[src/design/pdseq_pkg.sv]
// How it works
// - Sink emits Hard Reset signaling, then tells the power path to prepare.
// - Sink finishes preparation within the prepare limit and raises a completion pulse.
// - Source raises a notify pulse when Hard Reset signaling arrives from the Sink while idle or in a no-change exchange.
// - Source waits the reset delay, orders supply reset; bus reaches zero within limit.
// - Source re-applies default power after recovery; bus reaches default within limit.
// - Source answers a same voltage and current request with Accept.
// - Sink starts the power transition timer when Accept arrives.
// - Receiver returns GoodCRC for Accept before evaluating it; Source waits for it.
// - Source waits the transition delay after acknowledged Accept, then sends PS_RDY.
// - Sink returns GoodCRC on PS_RDY, then evaluates it and completes the exchange.
// - No-change decision may come from the policy manager or the supply control.
`default_nettype none
package pdseq_pkg;
    // Clock rate and timer width
    localparam int unsigned CLK_MHZ = 40;
    localparam int unsigned TMR_W   = 32;

    // Times in microseconds; plain defaults, a board sets the real figures
    localparam int unsigned SINK_RESET_PREPARE_LIMIT_US = 10000;
    localparam int unsigned SOURCE_RESET_WAIT_DELAY_US  = 20000;
    localparam int unsigned DISCHARGE_TIME_LIMIT_US     = 500000;
    localparam int unsigned SOURCE_RECOVERY_DELAY_US    = 500000;
    localparam int unsigned SOURCE_TURN_ON_LIMIT_US     = 200000;
    localparam int unsigned SOURCE_TRANSITION_DELAY_US  = 20000;
    localparam int unsigned POWER_TRANSITION_TIMER_US   = 500000;

    // Cycle counts derived from the times (whole microseconds give exact counts)
    localparam int unsigned SINK_PREP_CYC  = SINK_RESET_PREPARE_LIMIT_US * CLK_MHZ;
    localparam int unsigned SRC_WAIT_CYC   = SOURCE_RESET_WAIT_DELAY_US * CLK_MHZ;
    localparam int unsigned DISCHARGE_CYC  = DISCHARGE_TIME_LIMIT_US * CLK_MHZ;
    localparam int unsigned RECOVERY_CYC   = SOURCE_RECOVERY_DELAY_US * CLK_MHZ;
    localparam int unsigned TURN_ON_CYC    = SOURCE_TURN_ON_LIMIT_US * CLK_MHZ;
    localparam int unsigned TRANSITION_CYC = SOURCE_TRANSITION_DELAY_US * CLK_MHZ;
    localparam int unsigned PST_CYC        = POWER_TRANSITION_TIMER_US * CLK_MHZ;

    // Sequencer states
    typedef enum logic [10:0] {
        ST_IDLE        = 11'h001,
        ST_SNK_SIGNAL  = 11'h002,
        ST_SNK_PREP    = 11'h004,
        ST_SNK_WAIT    = 11'h008,
        ST_SRC_HR_WAIT = 11'h010,
        ST_SRC_DISCH   = 11'h020,
        ST_SRC_RECOVER = 11'h040,
        ST_SRC_TURN_ON = 11'h080,
        ST_SRC_ACC_ACK = 11'h100,
        ST_SRC_TRANS   = 11'h200,
        ST_SRC_RDY_ACK = 11'h400
    } pdseq_state_e;

    // Index of each bus level in the synchroniser vectors
    localparam int unsigned LVL_ZERO = 0;
    localparam int unsigned LVL_DEF  = 1;

    // Sequencer state
    typedef struct packed {
        pdseq_state_e state;
        logic [1:0]   sync0;
        logic [1:0]   sync1;
        logic [1:0]   sync2;
        logic [1:0]   lvl;
        logic         tx_hard_reset;
        logic         prepare_req;
        logic         prep_done_ind;
        logic         prep_late;
        logic         hr_notify;
        logic         reset_order;
        logic         vbus_enable;
        logic         discharge_fault;
        logic         turnon_fault;
        logic         hr_complete;
        logic         tx_accept;
        logic         goodcrc_tx;
        logic         tx_ps_rdy;
        logic         pst_running;
        logic         pst_fail;
        logic         exchange_done;
    } pdseq_top_s;

    localparam pdseq_top_s TOP_RST = '{state: ST_IDLE, vbus_enable: 1'h1, default: '0};

    // Timer state
    typedef struct packed {
        logic             run;
        logic [TMR_W-1:0] cnt;
        logic             done;
    } pdseq_tmr_s;

    localparam pdseq_tmr_s TMR_RST = '{default: '0};
endpackage
`default_nettype wire

[src/design/pdseq_tmr_if.sv]
`timescale 1ns/1ps
`default_nettype none
// Control link between the sequencer and its single shared timer
interface pdseq_tmr_if;
    import pdseq_pkg::*;
    logic             start;
    logic             stop;
    logic [TMR_W-1:0] load_val;
    logic             done;
    modport ctrl (output start, output stop, output load_val, input done);
    modport tmr  (input start, input stop, input load_val, output done);
endinterface
`default_nettype wire

[src/design/pdseq_timer.sv]
`timescale 1ns/1ps
`default_nettype none
// Down counter; done pulses load_val cycles after the start cycle
module pdseq_timer
    import pdseq_pkg::*;
(
    // Clock and reset
    input  wire logic  ref_clk,
    input  wire logic  resetn,
    // Control
    pdseq_tmr_if.tmr   t
);
    pdseq_tmr_s r_reg;
    pdseq_tmr_s r_next;

    assign t.done = r_reg.done;

    // Start wins over stop so a phase can end and the next begin in one cycle
    always_comb begin
        r_next      = r_reg;
        r_next.done = 1'h0;
        if (t.start) begin
            // The start cycle counts as the first, so a load of one ends at once
            r_next.run  = (t.load_val > {{(TMR_W-1){1'b0}}, 1'b1});
            r_next.cnt  = t.load_val - {{(TMR_W-1){1'b0}}, 1'b1};
            r_next.done = (t.load_val == {{(TMR_W-1){1'b0}}, 1'b1});
        end else if (t.stop) begin
            r_next.run = 1'h0;
        end else if (r_reg.run) begin
            if (r_reg.cnt == {{(TMR_W-1){1'b0}}, 1'b1}) begin
                r_next.run  = 1'h0;
                r_next.done = 1'h1;
            end
            r_next.cnt = r_reg.cnt - {{(TMR_W-1){1'b0}}, 1'b1};
        end
    end

    // State register
    always_ff @(posedge ref_clk) begin
        if (!resetn) begin
            r_reg <= TMR_RST;
        end else begin
            r_reg <= r_next;
        end
    end
endmodule
`default_nettype wire

[src/design/pdseq_top.sv]
`timescale 1ns/1ps
`default_nettype none
// Hard Reset and no-change contract sequencer for one port policy engine
module pdseq_top
    import pdseq_pkg::*;
#(
    parameter int unsigned SINK_PREP_CYCLES  = SINK_PREP_CYC,
    parameter int unsigned SRC_WAIT_CYCLES   = SRC_WAIT_CYC,
    parameter int unsigned DISCHARGE_CYCLES  = DISCHARGE_CYC,
    parameter int unsigned RECOVERY_CYCLES   = RECOVERY_CYC,
    parameter int unsigned TURN_ON_CYCLES    = TURN_ON_CYC,
    parameter int unsigned TRANSITION_CYCLES = TRANSITION_CYC,
    parameter int unsigned PST_CYCLES        = PST_CYC
) (
    // Clock and reset
    input  wire logic ref_clk,
    input  wire logic resetn,
    // Role and policy manager requests
    input  wire logic role_source,
    input  wire logic sink_hr_req,
    input  wire logic no_change_dpm,
    input  wire logic no_change_supply,
    // Power path and bus comparators (comparators are asynchronous pins)
    input  wire logic prep_ready,
    input  wire logic vbus_at_zero_pin,
    input  wire logic vbus_at_default_pin,
    // Protocol layer events
    input  wire logic hard_reset_rx,
    input  wire logic same_req_rx,
    input  wire logic accept_rx,
    input  wire logic ps_rdy_rx,
    input  wire logic goodcrc_rx,
    input  wire logic tx_fail,
    // Sink side outputs
    output logic      tx_hard_reset,
    output logic      prepare_req,
    output logic      prep_done_ind,
    output logic      prep_late,
    output logic      pst_running,
    output logic      pst_fail,
    // Source side outputs
    output logic      hr_notify,
    output logic      reset_order,
    output logic      vbus_enable,
    output logic      discharge_fault,
    output logic      turnon_fault,
    output logic      hr_complete,
    // Message requests and completion
    output logic      tx_accept,
    output logic      tx_ps_rdy,
    output logic      goodcrc_tx,
    output logic      exchange_done
);
    // Refuse counts the timer cannot hold or that would vanish
    if (SINK_PREP_CYCLES == 0 || SRC_WAIT_CYCLES == 0 || DISCHARGE_CYCLES == 0 ||
        RECOVERY_CYCLES == 0 || TURN_ON_CYCLES == 0 || TRANSITION_CYCLES == 0 ||
        PST_CYCLES == 0) begin : g_bad_count
        $error("pdseq_top: every cycle count must be at least one");
    end

    pdseq_top_s  r_reg;
    pdseq_top_s  r_next;
    pdseq_tmr_if tmr ();

    pdseq_timer u_timer (
        .ref_clk (ref_clk),
        .resetn  (resetn),
        .t       (tmr.tmr)
    );

    // Outputs straight from the state register
    assign tx_hard_reset   = r_reg.tx_hard_reset;
    assign prepare_req     = r_reg.prepare_req;
    assign prep_done_ind   = r_reg.prep_done_ind;
    assign prep_late       = r_reg.prep_late;
    assign pst_running     = r_reg.pst_running;
    assign pst_fail        = r_reg.pst_fail;
    assign hr_notify       = r_reg.hr_notify;
    assign reset_order     = r_reg.reset_order;
    assign vbus_enable     = r_reg.vbus_enable;
    assign discharge_fault = r_reg.discharge_fault;
    assign turnon_fault    = r_reg.turnon_fault;
    assign hr_complete     = r_reg.hr_complete;
    assign tx_accept       = r_reg.tx_accept;
    assign tx_ps_rdy       = r_reg.tx_ps_rdy;
    assign goodcrc_tx      = r_reg.goodcrc_tx;
    assign exchange_done   = r_reg.exchange_done;

    // Next state; pulses default low, the timer is shared by all phases
    always_comb begin
        r_next               = r_reg;
        r_next.tx_hard_reset = 1'h0;
        r_next.prepare_req   = 1'h0;
        r_next.prep_done_ind = 1'h0;
        r_next.prep_late     = 1'h0;
        r_next.pst_fail      = 1'h0;
        r_next.hr_notify     = 1'h0;
        r_next.reset_order   = 1'h0;
        r_next.discharge_fault = 1'h0;
        r_next.turnon_fault  = 1'h0;
        r_next.hr_complete   = 1'h0;
        r_next.tx_accept     = 1'h0;
        r_next.tx_ps_rdy     = 1'h0;
        r_next.goodcrc_tx    = 1'h0;
        r_next.exchange_done = 1'h0;
        tmr.start            = 1'h0;
        tmr.stop             = 1'h0;
        tmr.load_val         = '0;
        // Comparator pins: three flops, level moves only when stages two and three agree
        r_next.sync0 = {vbus_at_default_pin, vbus_at_zero_pin};
        r_next.sync1 = r_reg.sync0;
        r_next.sync2 = r_reg.sync1;
        for (int i = 0; i < 2; i++) begin
            if (r_reg.sync1[i] == r_reg.sync2[i]) begin
                r_next.lvl[i] = r_reg.sync2[i];
            end
        end
        unique case (r_reg.state)
            ST_IDLE: begin
                if (role_source) begin
                    if (hard_reset_rx) begin
                        r_next.hr_notify = 1'h1;
                        tmr.start        = 1'h1;
                        tmr.load_val     = TMR_W'(SRC_WAIT_CYCLES);
                        r_next.state     = ST_SRC_HR_WAIT;
                    end else if (same_req_rx && (no_change_dpm || no_change_supply)) begin
                        r_next.tx_accept = 1'h1;
                        r_next.state     = ST_SRC_ACC_ACK;
                    end
                end else if (sink_hr_req) begin
                    r_next.tx_hard_reset = 1'h1;
                    r_next.state         = ST_SNK_SIGNAL;
                end else if (accept_rx) begin
                    r_next.goodcrc_tx  = 1'h1;
                    r_next.pst_running = 1'h1;
                    tmr.start          = 1'h1;
                    tmr.load_val       = TMR_W'(PST_CYCLES);
                    r_next.state       = ST_SNK_WAIT;
                end
            end
            ST_SNK_SIGNAL: begin
                // Signaling has gone out; now the power path prepares
                r_next.prepare_req = 1'h1;
                tmr.start          = 1'h1;
                tmr.load_val       = TMR_W'(SINK_PREP_CYCLES);
                r_next.state       = ST_SNK_PREP;
            end
            ST_SNK_PREP: begin
                // Completion is forced at the limit so the manager is never left waiting
                if (prep_ready || tmr.done) begin
                    r_next.prep_done_ind = 1'h1;
                    r_next.prep_late     = !prep_ready;
                    tmr.stop             = 1'h1;
                    r_next.state         = ST_IDLE;
                end
            end
            ST_SNK_WAIT: begin
                if (ps_rdy_rx) begin
                    r_next.goodcrc_tx    = 1'h1;
                    r_next.exchange_done = 1'h1;
                    r_next.pst_running   = 1'h0;
                    tmr.stop             = 1'h1;
                    r_next.state         = ST_IDLE;
                end else if (tmr.done) begin
                    r_next.pst_fail      = 1'h1;
                    r_next.pst_running   = 1'h0;
                    r_next.tx_hard_reset = 1'h1;
                    r_next.state         = ST_SNK_SIGNAL;
                end
            end
            ST_SRC_HR_WAIT: begin
                if (tmr.done) begin
                    r_next.reset_order = 1'h1;
                    r_next.vbus_enable = 1'h0;
                    tmr.start          = 1'h1;
                    tmr.load_val       = TMR_W'(DISCHARGE_CYCLES);
                    r_next.state       = ST_SRC_DISCH;
                end
            end
            ST_SRC_DISCH: begin
                // Recovery runs even after a late discharge; the fault flags it
                if (r_reg.lvl[LVL_ZERO] || tmr.done) begin
                    r_next.discharge_fault = !r_reg.lvl[LVL_ZERO];
                    tmr.start              = 1'h1;
                    tmr.load_val           = TMR_W'(RECOVERY_CYCLES);
                    r_next.state           = ST_SRC_RECOVER;
                end
            end
            ST_SRC_RECOVER: begin
                if (tmr.done) begin
                    r_next.vbus_enable = 1'h1;
                    tmr.start          = 1'h1;
                    tmr.load_val       = TMR_W'(TURN_ON_CYCLES);
                    r_next.state       = ST_SRC_TURN_ON;
                end
            end
            ST_SRC_TURN_ON: begin
                if (r_reg.lvl[LVL_DEF] || tmr.done) begin
                    r_next.turnon_fault = !r_reg.lvl[LVL_DEF];
                    r_next.hr_complete  = r_reg.lvl[LVL_DEF];
                    tmr.stop            = 1'h1;
                    r_next.state        = ST_IDLE;
                end
            end
            ST_SRC_ACC_ACK: begin
                // The delay counts only from the acknowledged Accept
                if (goodcrc_rx) begin
                    tmr.start    = 1'h1;
                    tmr.load_val = TMR_W'(TRANSITION_CYCLES);
                    r_next.state = ST_SRC_TRANS;
                end else if (tx_fail) begin
                    r_next.state = ST_IDLE;
                end
            end
            ST_SRC_TRANS: begin
                if (tmr.done) begin
                    r_next.tx_ps_rdy = 1'h1;
                    r_next.state     = ST_SRC_RDY_ACK;
                end
            end
            ST_SRC_RDY_ACK: begin
                if (goodcrc_rx || tx_fail) begin
                    r_next.exchange_done = goodcrc_rx;
                    r_next.state         = ST_IDLE;
                end
            end
            default: begin
                r_next.state = ST_IDLE;
            end
        endcase
        // Hard Reset from the Sink pre-empts a no-change exchange in progress
        if (role_source && hard_reset_rx &&
            (r_reg.state inside {ST_SRC_ACC_ACK, ST_SRC_TRANS, ST_SRC_RDY_ACK})) begin
            r_next.hr_notify     = 1'h1;
            r_next.tx_ps_rdy     = 1'h0;
            r_next.exchange_done = 1'h0;
            tmr.start            = 1'h1;
            tmr.load_val         = TMR_W'(SRC_WAIT_CYCLES);
            r_next.state         = ST_SRC_HR_WAIT;
        end
    end

    // State register
    always_ff @(posedge ref_clk) begin
        if (!resetn) begin
            r_reg <= TOP_RST;
        end else begin
            r_reg <= r_next;
        end
    end
endmodule
`default_nettype wire

[config.mk]
export PLATFORM = sky130hd
export DESIGN_NAME = pdseq_top
export DESIGN_NICKNAME = d
export VERILOG_FILES = /design/src/design/pdseq_pkg.sv /design/src/design/pdseq_tmr_if.sv /design/src/design/pdseq_timer.sv /design/src/design/pdseq_top.sv
export SDC_FILE = /design/constraint.sdc
export NUM_CORES = 1
export LEC_CHECK = 0
export ABC_CLOCK_PERIOD_IN_PS = 2900
export BUFFER_PORTS_ARGS = -buffer_cell sky130_fd_sc_hd__buf_2
export CAP_MARGIN = 20
export CORE_MARGIN = 3
export CORE_UTILIZATION = 45
export DETAILED_ROUTE_END_ITERATION = 10
export PLACE_DENSITY = 0.71
export RECOVER_POWER = 50
export SLEW_MARGIN = 25
export SYNTH_ARGS = -nofsm -noshare
export SYNTH_HDL_FRONTEND = slang
export SYNTH_SLANG_ARGS = --single-unit
[constraint.sdc]
create_clock -name ref_clk -period 2.9 [get_ports ref_clk]
set_input_delay 0.145 -clock ref_clk [delete_from_list [all_inputs] [get_ports ref_clk]]
set_output_delay 0.145 -clock ref_clk [all_outputs]
set_load 0.02 [all_outputs]
==> flow_summary_export.csv, run 1 <==
group,metric,value,unit
status,outcome,"finished, final reports clean",
floorplan,rows,31,
cells_and_area,fin_nets,457,
clock_network,cts_made_buffers,9,
place,port_buffers,30,
job,cap_viol_max_count,0,
logic_synthesis,synth_compound_area_share,13.5,%
logic_synthesis,synthCells,420,
floorplan,ios,31,
timing,setup_ws,0.175,ns
logic_synthesis,synth_top_family_by_area,"simple AND/OR/NAND/NOR gates",
logic_synthesis,yosys.area.top_type,"dfxtp_1",
floorplan,start_util,47.5,%
clock_network,ctsLongestPathBuffers,2,
clock_network,clk_transition_reported_paths,0.07,ns
power,p_total,0.00295,W
logic_synthesis,ys_async_sr_fraction,0,%
logic_synthesis,ys_warn_count,0,
timing,fin_setup_tns,0,ns
min_path,hold_path.class,"in -> reg",
cells_and_area,area_growth_syn_to_layout,10.8,%
timing,rsz0062_at_grt,"false",
drt,routed_wl,8380,um
drt,viasPerCell,5.88,
clock_network,clock_latency,0.35,ns
logic_synthesis,ys.flop_type,"dfxtp_1",
logic_synthesis,synth-simple-area-share,31.6,%
clock_network,cts-root-buf,"clkbuf_8",
critical_path,ff2ff_path_depth,8,
grt,grt_pass1_wl,13700,um
logic_synthesis,synth_xor_area_share,7.68,%
critical_path,critPathArrivalTime,2.96,ns
logic_synthesis,synthMuxAreaShare,1.20,%
timing,fin_crit,2.73,ns
critical_path,cp_max_fo,16,
grt,grt_overflow,0,
timing,slew_violations,0,
timing,fin_skew,0.00882,ns
drt,drtIter0Drc,257,
logic_synthesis,syn_avg_cell_area,8.42,um2
logic_synthesis,syn_nets,438,
timing,setup_viol,0,
logic_synthesis,yosys_register_bits,69,
clock_network,clock_sinks,69,
floorplan,fp.dieH,94.6,um
logic_synthesis,synth_top_area_share,39.1,%
place,globalplace.congestion,1.01,
floorplan,coreArea,0.00745,mm2
logic_synthesis,synth-adder-area-share,1.06,%
cells_and_area,largest_reg_flops,33,
timing,max_freq,0.367,GHz
clock_network,cts-htree-levels,3,
grt,grt_usage,19.4,%
grt,antenna_found_initial,0,
logic_synthesis,synth.distinct_cells,60,
drt,antenna_left,0,
critical_path,start_kind,"register",
drt,drcViolationCount,0,
power,powerDensity,753,mW/mm2
logic_synthesis,synth_edf_count,0,
timing,finalCritPeriodShare,94.0,%
timing,maxSlewHeadroom,53.8,%
power,power_leakage,1.36,nW
floorplan,die-area,0.00895,mm2
logic_synthesis,yosysSeqAreaShare,39.1,%
timing,tightest_slew,0.683,ns
grt,grt_max_degree,39,
cells_and_area,final_layout_size_suffix_gt1_share,11.5,%
power,peakVddDrop,0.000258,V
timing,hold_violations,0,
drt,wl_per_cell,15.5,um
min_path,hold_depth,2,
critical_path,crit_required,3.14,ns
cells_and_area,n_antenna_cell,0,
grt,grt_pass1_vias,2880,
drt,drtPass1Iterations,5,
drt,vias,3185,
logic_synthesis,synth_area_leaders,"dfxtp_1, xnor2_1, nor2_1, a21oi_1, nor4_1",
critical_path,critPathCaptureType,"register",
floorplan,die_w,94.6,um
place,pre_cts_slack,0.163,ns
logic_synthesis,synth_area,0.00353,mm2
place,dp_hpwl,5720,um
critical_path,worstSetupPathType,"reg -> reg",
clock_network,cts_tree,"yes",
## critical path: stages, from the launching register on
cell,delay (ns)
dfxtp_1,0.46
or4_1,0.73
nor4_1,0.40
a211oi_2,0.16
and2_1,0.25
ha_1,0.23
nand2_1,0.06
nor2_1,0.04
o31a_1,0.28
## cells by family after synthesis
group | count (synthesis)
simple gates | 198
compound gates | 74
flops | 69
buf+inv | 41
xor+xnor | 31
mux | 4
fa+ha+maj | 3
## through the flow
| stage | cell area (um2) | utilization (%) | std cells | hold WS, ns |
|---|---|---|---|---|
| after global placement | 3700 | 49.6 | 524 | 0.352 |
| after global routing | 3920 | 52.6 | 542 | 0.0322 |
| after CTS | 3940 | 52.9 | 542 | 0.00495 |
| after detailed placement | 3700 | 49.6 | 524 | 0.356 |
| after floorplan | 3530 | - | 420 | 0.217 |
| final | 3920 | 52.6 | 542 | 0.0182 |
## Yosys cell counts (4+ instances only)
library cell,count
nor3_1,24
nand2b_1,9
o211ai_1,4
or2_2,4
xnor2_1,28
nor2_1,42
or3_1,9
or4_1,7
buf_6,5
clkbuf_1,15
nor4_1,23
nand3_1,12
o21ai_0,9
a21oi_1,30
buf_2,10
dfxtp_1,69
nor4b_1,7
and2_1,8
nand4_1,11
inv_1,9
nand2_1,21
## cell usage in the layout, fill, tap and decap left out, drive strengths merged, types with 4 or more instances in the layout
| master | count |
|---|---|
| nand2b | 9 |
| buf | 19 |
| clkbuf | 26 |
| nor2 | 42 |
| o21ai | 12 |
| o211ai | 4 |
| or2 | 5 |
| or4b | 4 |
| nand2 | 21 |
| nor4 | 23 |
| nand4 | 11 |
| nand3 | 12 |
| or4 | 8 |
| and2 | 8 |
| xnor2 | 28 |
| or3 | 10 |
| nor3 | 24 |
| a21oi | 30 |
| inv | 10 |
| dfxtp | 69 |
| nor4b | 8 |
## power by group
group	internal, W	switching (W)	leakage [nW]
clock	0.000479	0.000371	0.101
combinational	0.000371	0.000541	0.697
sequential	0.00106	0.000127	0.562
## final timing paths
check,slack (ns),start,to
worst max-delay path,0.17,r_reg[28],u_timer.r_reg[10]
worst min-delay path,0.02,ps_rdy_rx,pst_fail
worst max register to register,0.17,r_reg[28],u_timer.r_reg[10]
worst min register to register,0.44,r_next[20],r_next[18]
## metal layers
| layer | track usage (%) | up-vias | part of all wire (%) |
|---|---|---|---|
| met5 | 0 | - | 0 |
| met4 | 10.3 | 0 | 2.4 |
| met3 | 3.43 | 18 | 6.4 |
| met2 | 28.4 | 134 | 44 |
| met1 | 27.1 | 1474 | 47 |
| li1 | - | 1559 | - |
## layout make-up
type | instances | area [um2]
inverter | 10 | 37.5
tap | 99 | 124
multi-input combinational | 310 | 1950
clock buffer | 9 | 124
timing repair buffer | 39 | 214
clock inverter | 6 | 88.8
fill | 718 | 3530
sequential | 69 | 1380
## repair_timing
item,4_1_cts,5_1_grt
setup buffers,0,0
endpoints found under the setup margin,0,4
hold buffers,3,0
hold endpoints to repair,3,0
gates resized for setup,0,1
No activity file was read; power rests on OpenSTA's default activity.
==> run 2, diff against run 1 <==
==> constraint.sdc (replaced) <==
create_clock -name ref_clk -period 2.9 [get_ports ref_clk]
set_input_delay 0.58 -clock ref_clk [delete_from_list [all_inputs] [get_ports ref_clk]]
set_output_delay 0.58 -clock ref_clk [all_outputs]
set_load 0.02 [all_outputs]
==> run 2 against run 1 <==
Against the previous run: clock skew hardly changed; power is 3.6% lower; critical path depth stayed put; first-iteration DRC count is 15% lower; flip-flop and latch count stayed put; utilization is 0.52 points lower; non-clock buffer count is 1 higher; highest routed layer unchanged; global-route usage is 0.15 points higher; cell area is 0.99% lower; critical path type unchanged.
==> flow_summary_export.csv, run 2 (synthesis results as in run 1) <==
group,metric,value,unit
drt,viasPerCell,5.83,
drt,vias,3172,
critical_path,crit_end,"u_timer.r_reg[10]",
cells_and_area,fin_nets,458,
drt,antenna_left,0,
power,power_leakage,1.36,nW
clock_network,clk_transition_reported_paths,0.07,ns
critical_path,crit_required,3.13,ns
cells_and_area,final_layout_size_suffix_gt1_share,11.7,%
clock_network,cts-htree-levels,3,
floorplan,start_util,47.5,%
power,peakVddDrop,0.000252,V
clock_network,clock_latency,0.34,ns
timing,fin_skew,0.00892,ns
timing,hold_violations,0,
cells_and_area,area_growth_syn_to_layout,9.70,%
grt,grt_usage,19.6,%
critical_path,r2r-end,"u_timer.r_reg[10]",
timing,fin_crit,2.68,ns
floorplan,die_w,94.6,um
clock_network,cts_made_buffers,9,
min_path,hold_path.class,"reg -> reg",
timing,maxSlewHeadroom,38.1,%
critical_path,critPathCaptureType,"register",
critical_path,critPathArrivalTime,2.91,ns
place,port_buffers,30,
grt,grt_overflow,0,
cells_and_area,largest_reg_flops,33,
timing,rsz0062_at_grt,"false",
power,powerDensity,733,mW/mm2
drt,wl_per_cell,15.1,um
cells_and_area,layout_common_cells,"dfxtp_1, nor2_1, a21oi_1, xnor2_1, nor3_1",
critical_path,cp_max_fo,16,
critical_path,setup.worst_path.start,"r_reg[28]",
cells_and_area,n_antenna_cell,0,
critical_path,r2r_slack,0.22,ns
timing,finalCritPeriodShare,92.3,%
floorplan,ios,31,
timing,setup_viol,0,
timing,max_freq,0.374,GHz
clock_network,clock_sinks,69,
floorplan,fp.dieH,94.6,um
timing,fin_setup_tns,0,ns
grt,grt_pass1_wl,13900,um
critical_path,start_kind,"register",
critical_path,worstReg2RegStart,"r_reg[28]",
clock_network,cts_setup_buffers,0,
place,dp_hpwl,5750,um
grt,grt_max_degree,26,
clock_network,cts_tree,"yes",
timing,tightest_slew,0.928,ns
min_path,hold_path.startpoint,"r_next[21]",
place,globalplace.congestion,0.928,
drt,drtPass1Iterations,5,
job,cap_viol_max_count,0,
place,pre_cts_slack,0.292,ns
critical_path,ff2ff_path_depth,8,
drt,routed_wl,8210,um
status,outcome,"finished, final reports clean",
floorplan,die-area,0.00895,mm2
drt,drtIter0Drc,219,
grt,grt_pass1_vias,2873,
floorplan,rows,31,
timing,slew_violations,0,
grt,antenna_found_initial,0,
cells_and_area,final_common_cell,"dfxtp_1",
critical_path,worstSetupPathType,"reg -> reg",
clock_network,postCtsHoldBufs,0,
floorplan,coreArea,0.00745,mm2
clock_network,ctsLongestPathBuffers,2,
drt,drcViolationCount,0,
clock_network,cts-root-buf,"clkbuf_8",
timing,setup_ws,0.223,ns
## run 2: cell types whose count changed in the layout (fill, tap and decap cells not counted)
cell,previous run,this run
or4_1,8,7
clkinv_2,1,2
clkbuf_1,17,21
buf_2,14,13
dlygate4sd3_1,3,0
or4_4,0,1
inv_1,9,10
buf_12,1,0
inv_2,1,0
buf_4,4,9
bufinv_16,2,1
clkinvlp_4,2,0
## run 2: worst min-delay path by stage
| stage | to | slack (ns) | cells past startpoint |
|---|---|---|---|
| after floorplan | r_next[18] | 0.41 | 1 |
| after global placement | r_next[18] | 0.41 | 1 |
| after detailed placement | r_next[19] | 0.42 | 1 |
| after CTS | prep_late | 0.43 | 2 |
| after global routing | prep_late | 0.42 | 2 |
| final | r_next[19] | 0.43 | 1 |
## run 2: cell type report
cell class / instances / area [um2]
inverter: 10 / 37.5
multi-input combinational: 310 / 1950
clock buffer: 12 / 135
timing repair buffer: 40 / 200
clock inverter: 4 / 48.8
sequential: 69 / 1380
tap: 99 / 124
fill: 703 / 3570
## run 2: critical path: stages (launching register included)
cell and delay [ns]:
dfxtp_1 0.47, or4_1 0.74, nor4_1 0.39, a211oi_2 0.14, and2_1 0.24, ha_1 0.23
nand2_1 0.06, nor2_1 0.04, o31a_1 0.27
## run 2: timing repair
item / CTS / global route
hold endpoints to repair: 0 / 0
endpoints found under the setup margin: 0 / 1
resized for setup: 0 / 1
## run 2: metrics by stage
stage	power (W)	utilization, %	hold slack [ns]	std cells	cell area [um2]
final	0.00284	52.1	0.432	544	3880
after global routing	0.00303	52.1	0.420	544	3880
after CTS	0.00285	52.3	0.427	544	3900
after detailed placement	0.00209	49.9	0.417	528	3710
after global placement	0.00208	49.9	0.414	528	3710
after floorplan	0.00194	-	0.412	420	3530
## run 2: layer usage
| layer | global-route usage [%] | up-vias | routed length, um |
|---|---|---|---|
| met5 | 0 | - | 0 |
| met4 | 7.93 | 0 | 163 |
| met3 | 4.86 | 16 | 613 |
| met2 | 28.4 | 131 | 3460 |
| met1 | 27.7 | 1459 | 3970 |
| li1 | - | 1566 | - |
## run 2: report_power, final
group	switching (W)	total (W)	internal, W
Clock	0.000350	0.000747	0.000397
Combinational	0.000547	0.000914	0.000368
Sequential	0.000120	0.00118	0.00106
Total	0.00102	0.00284	0.00183
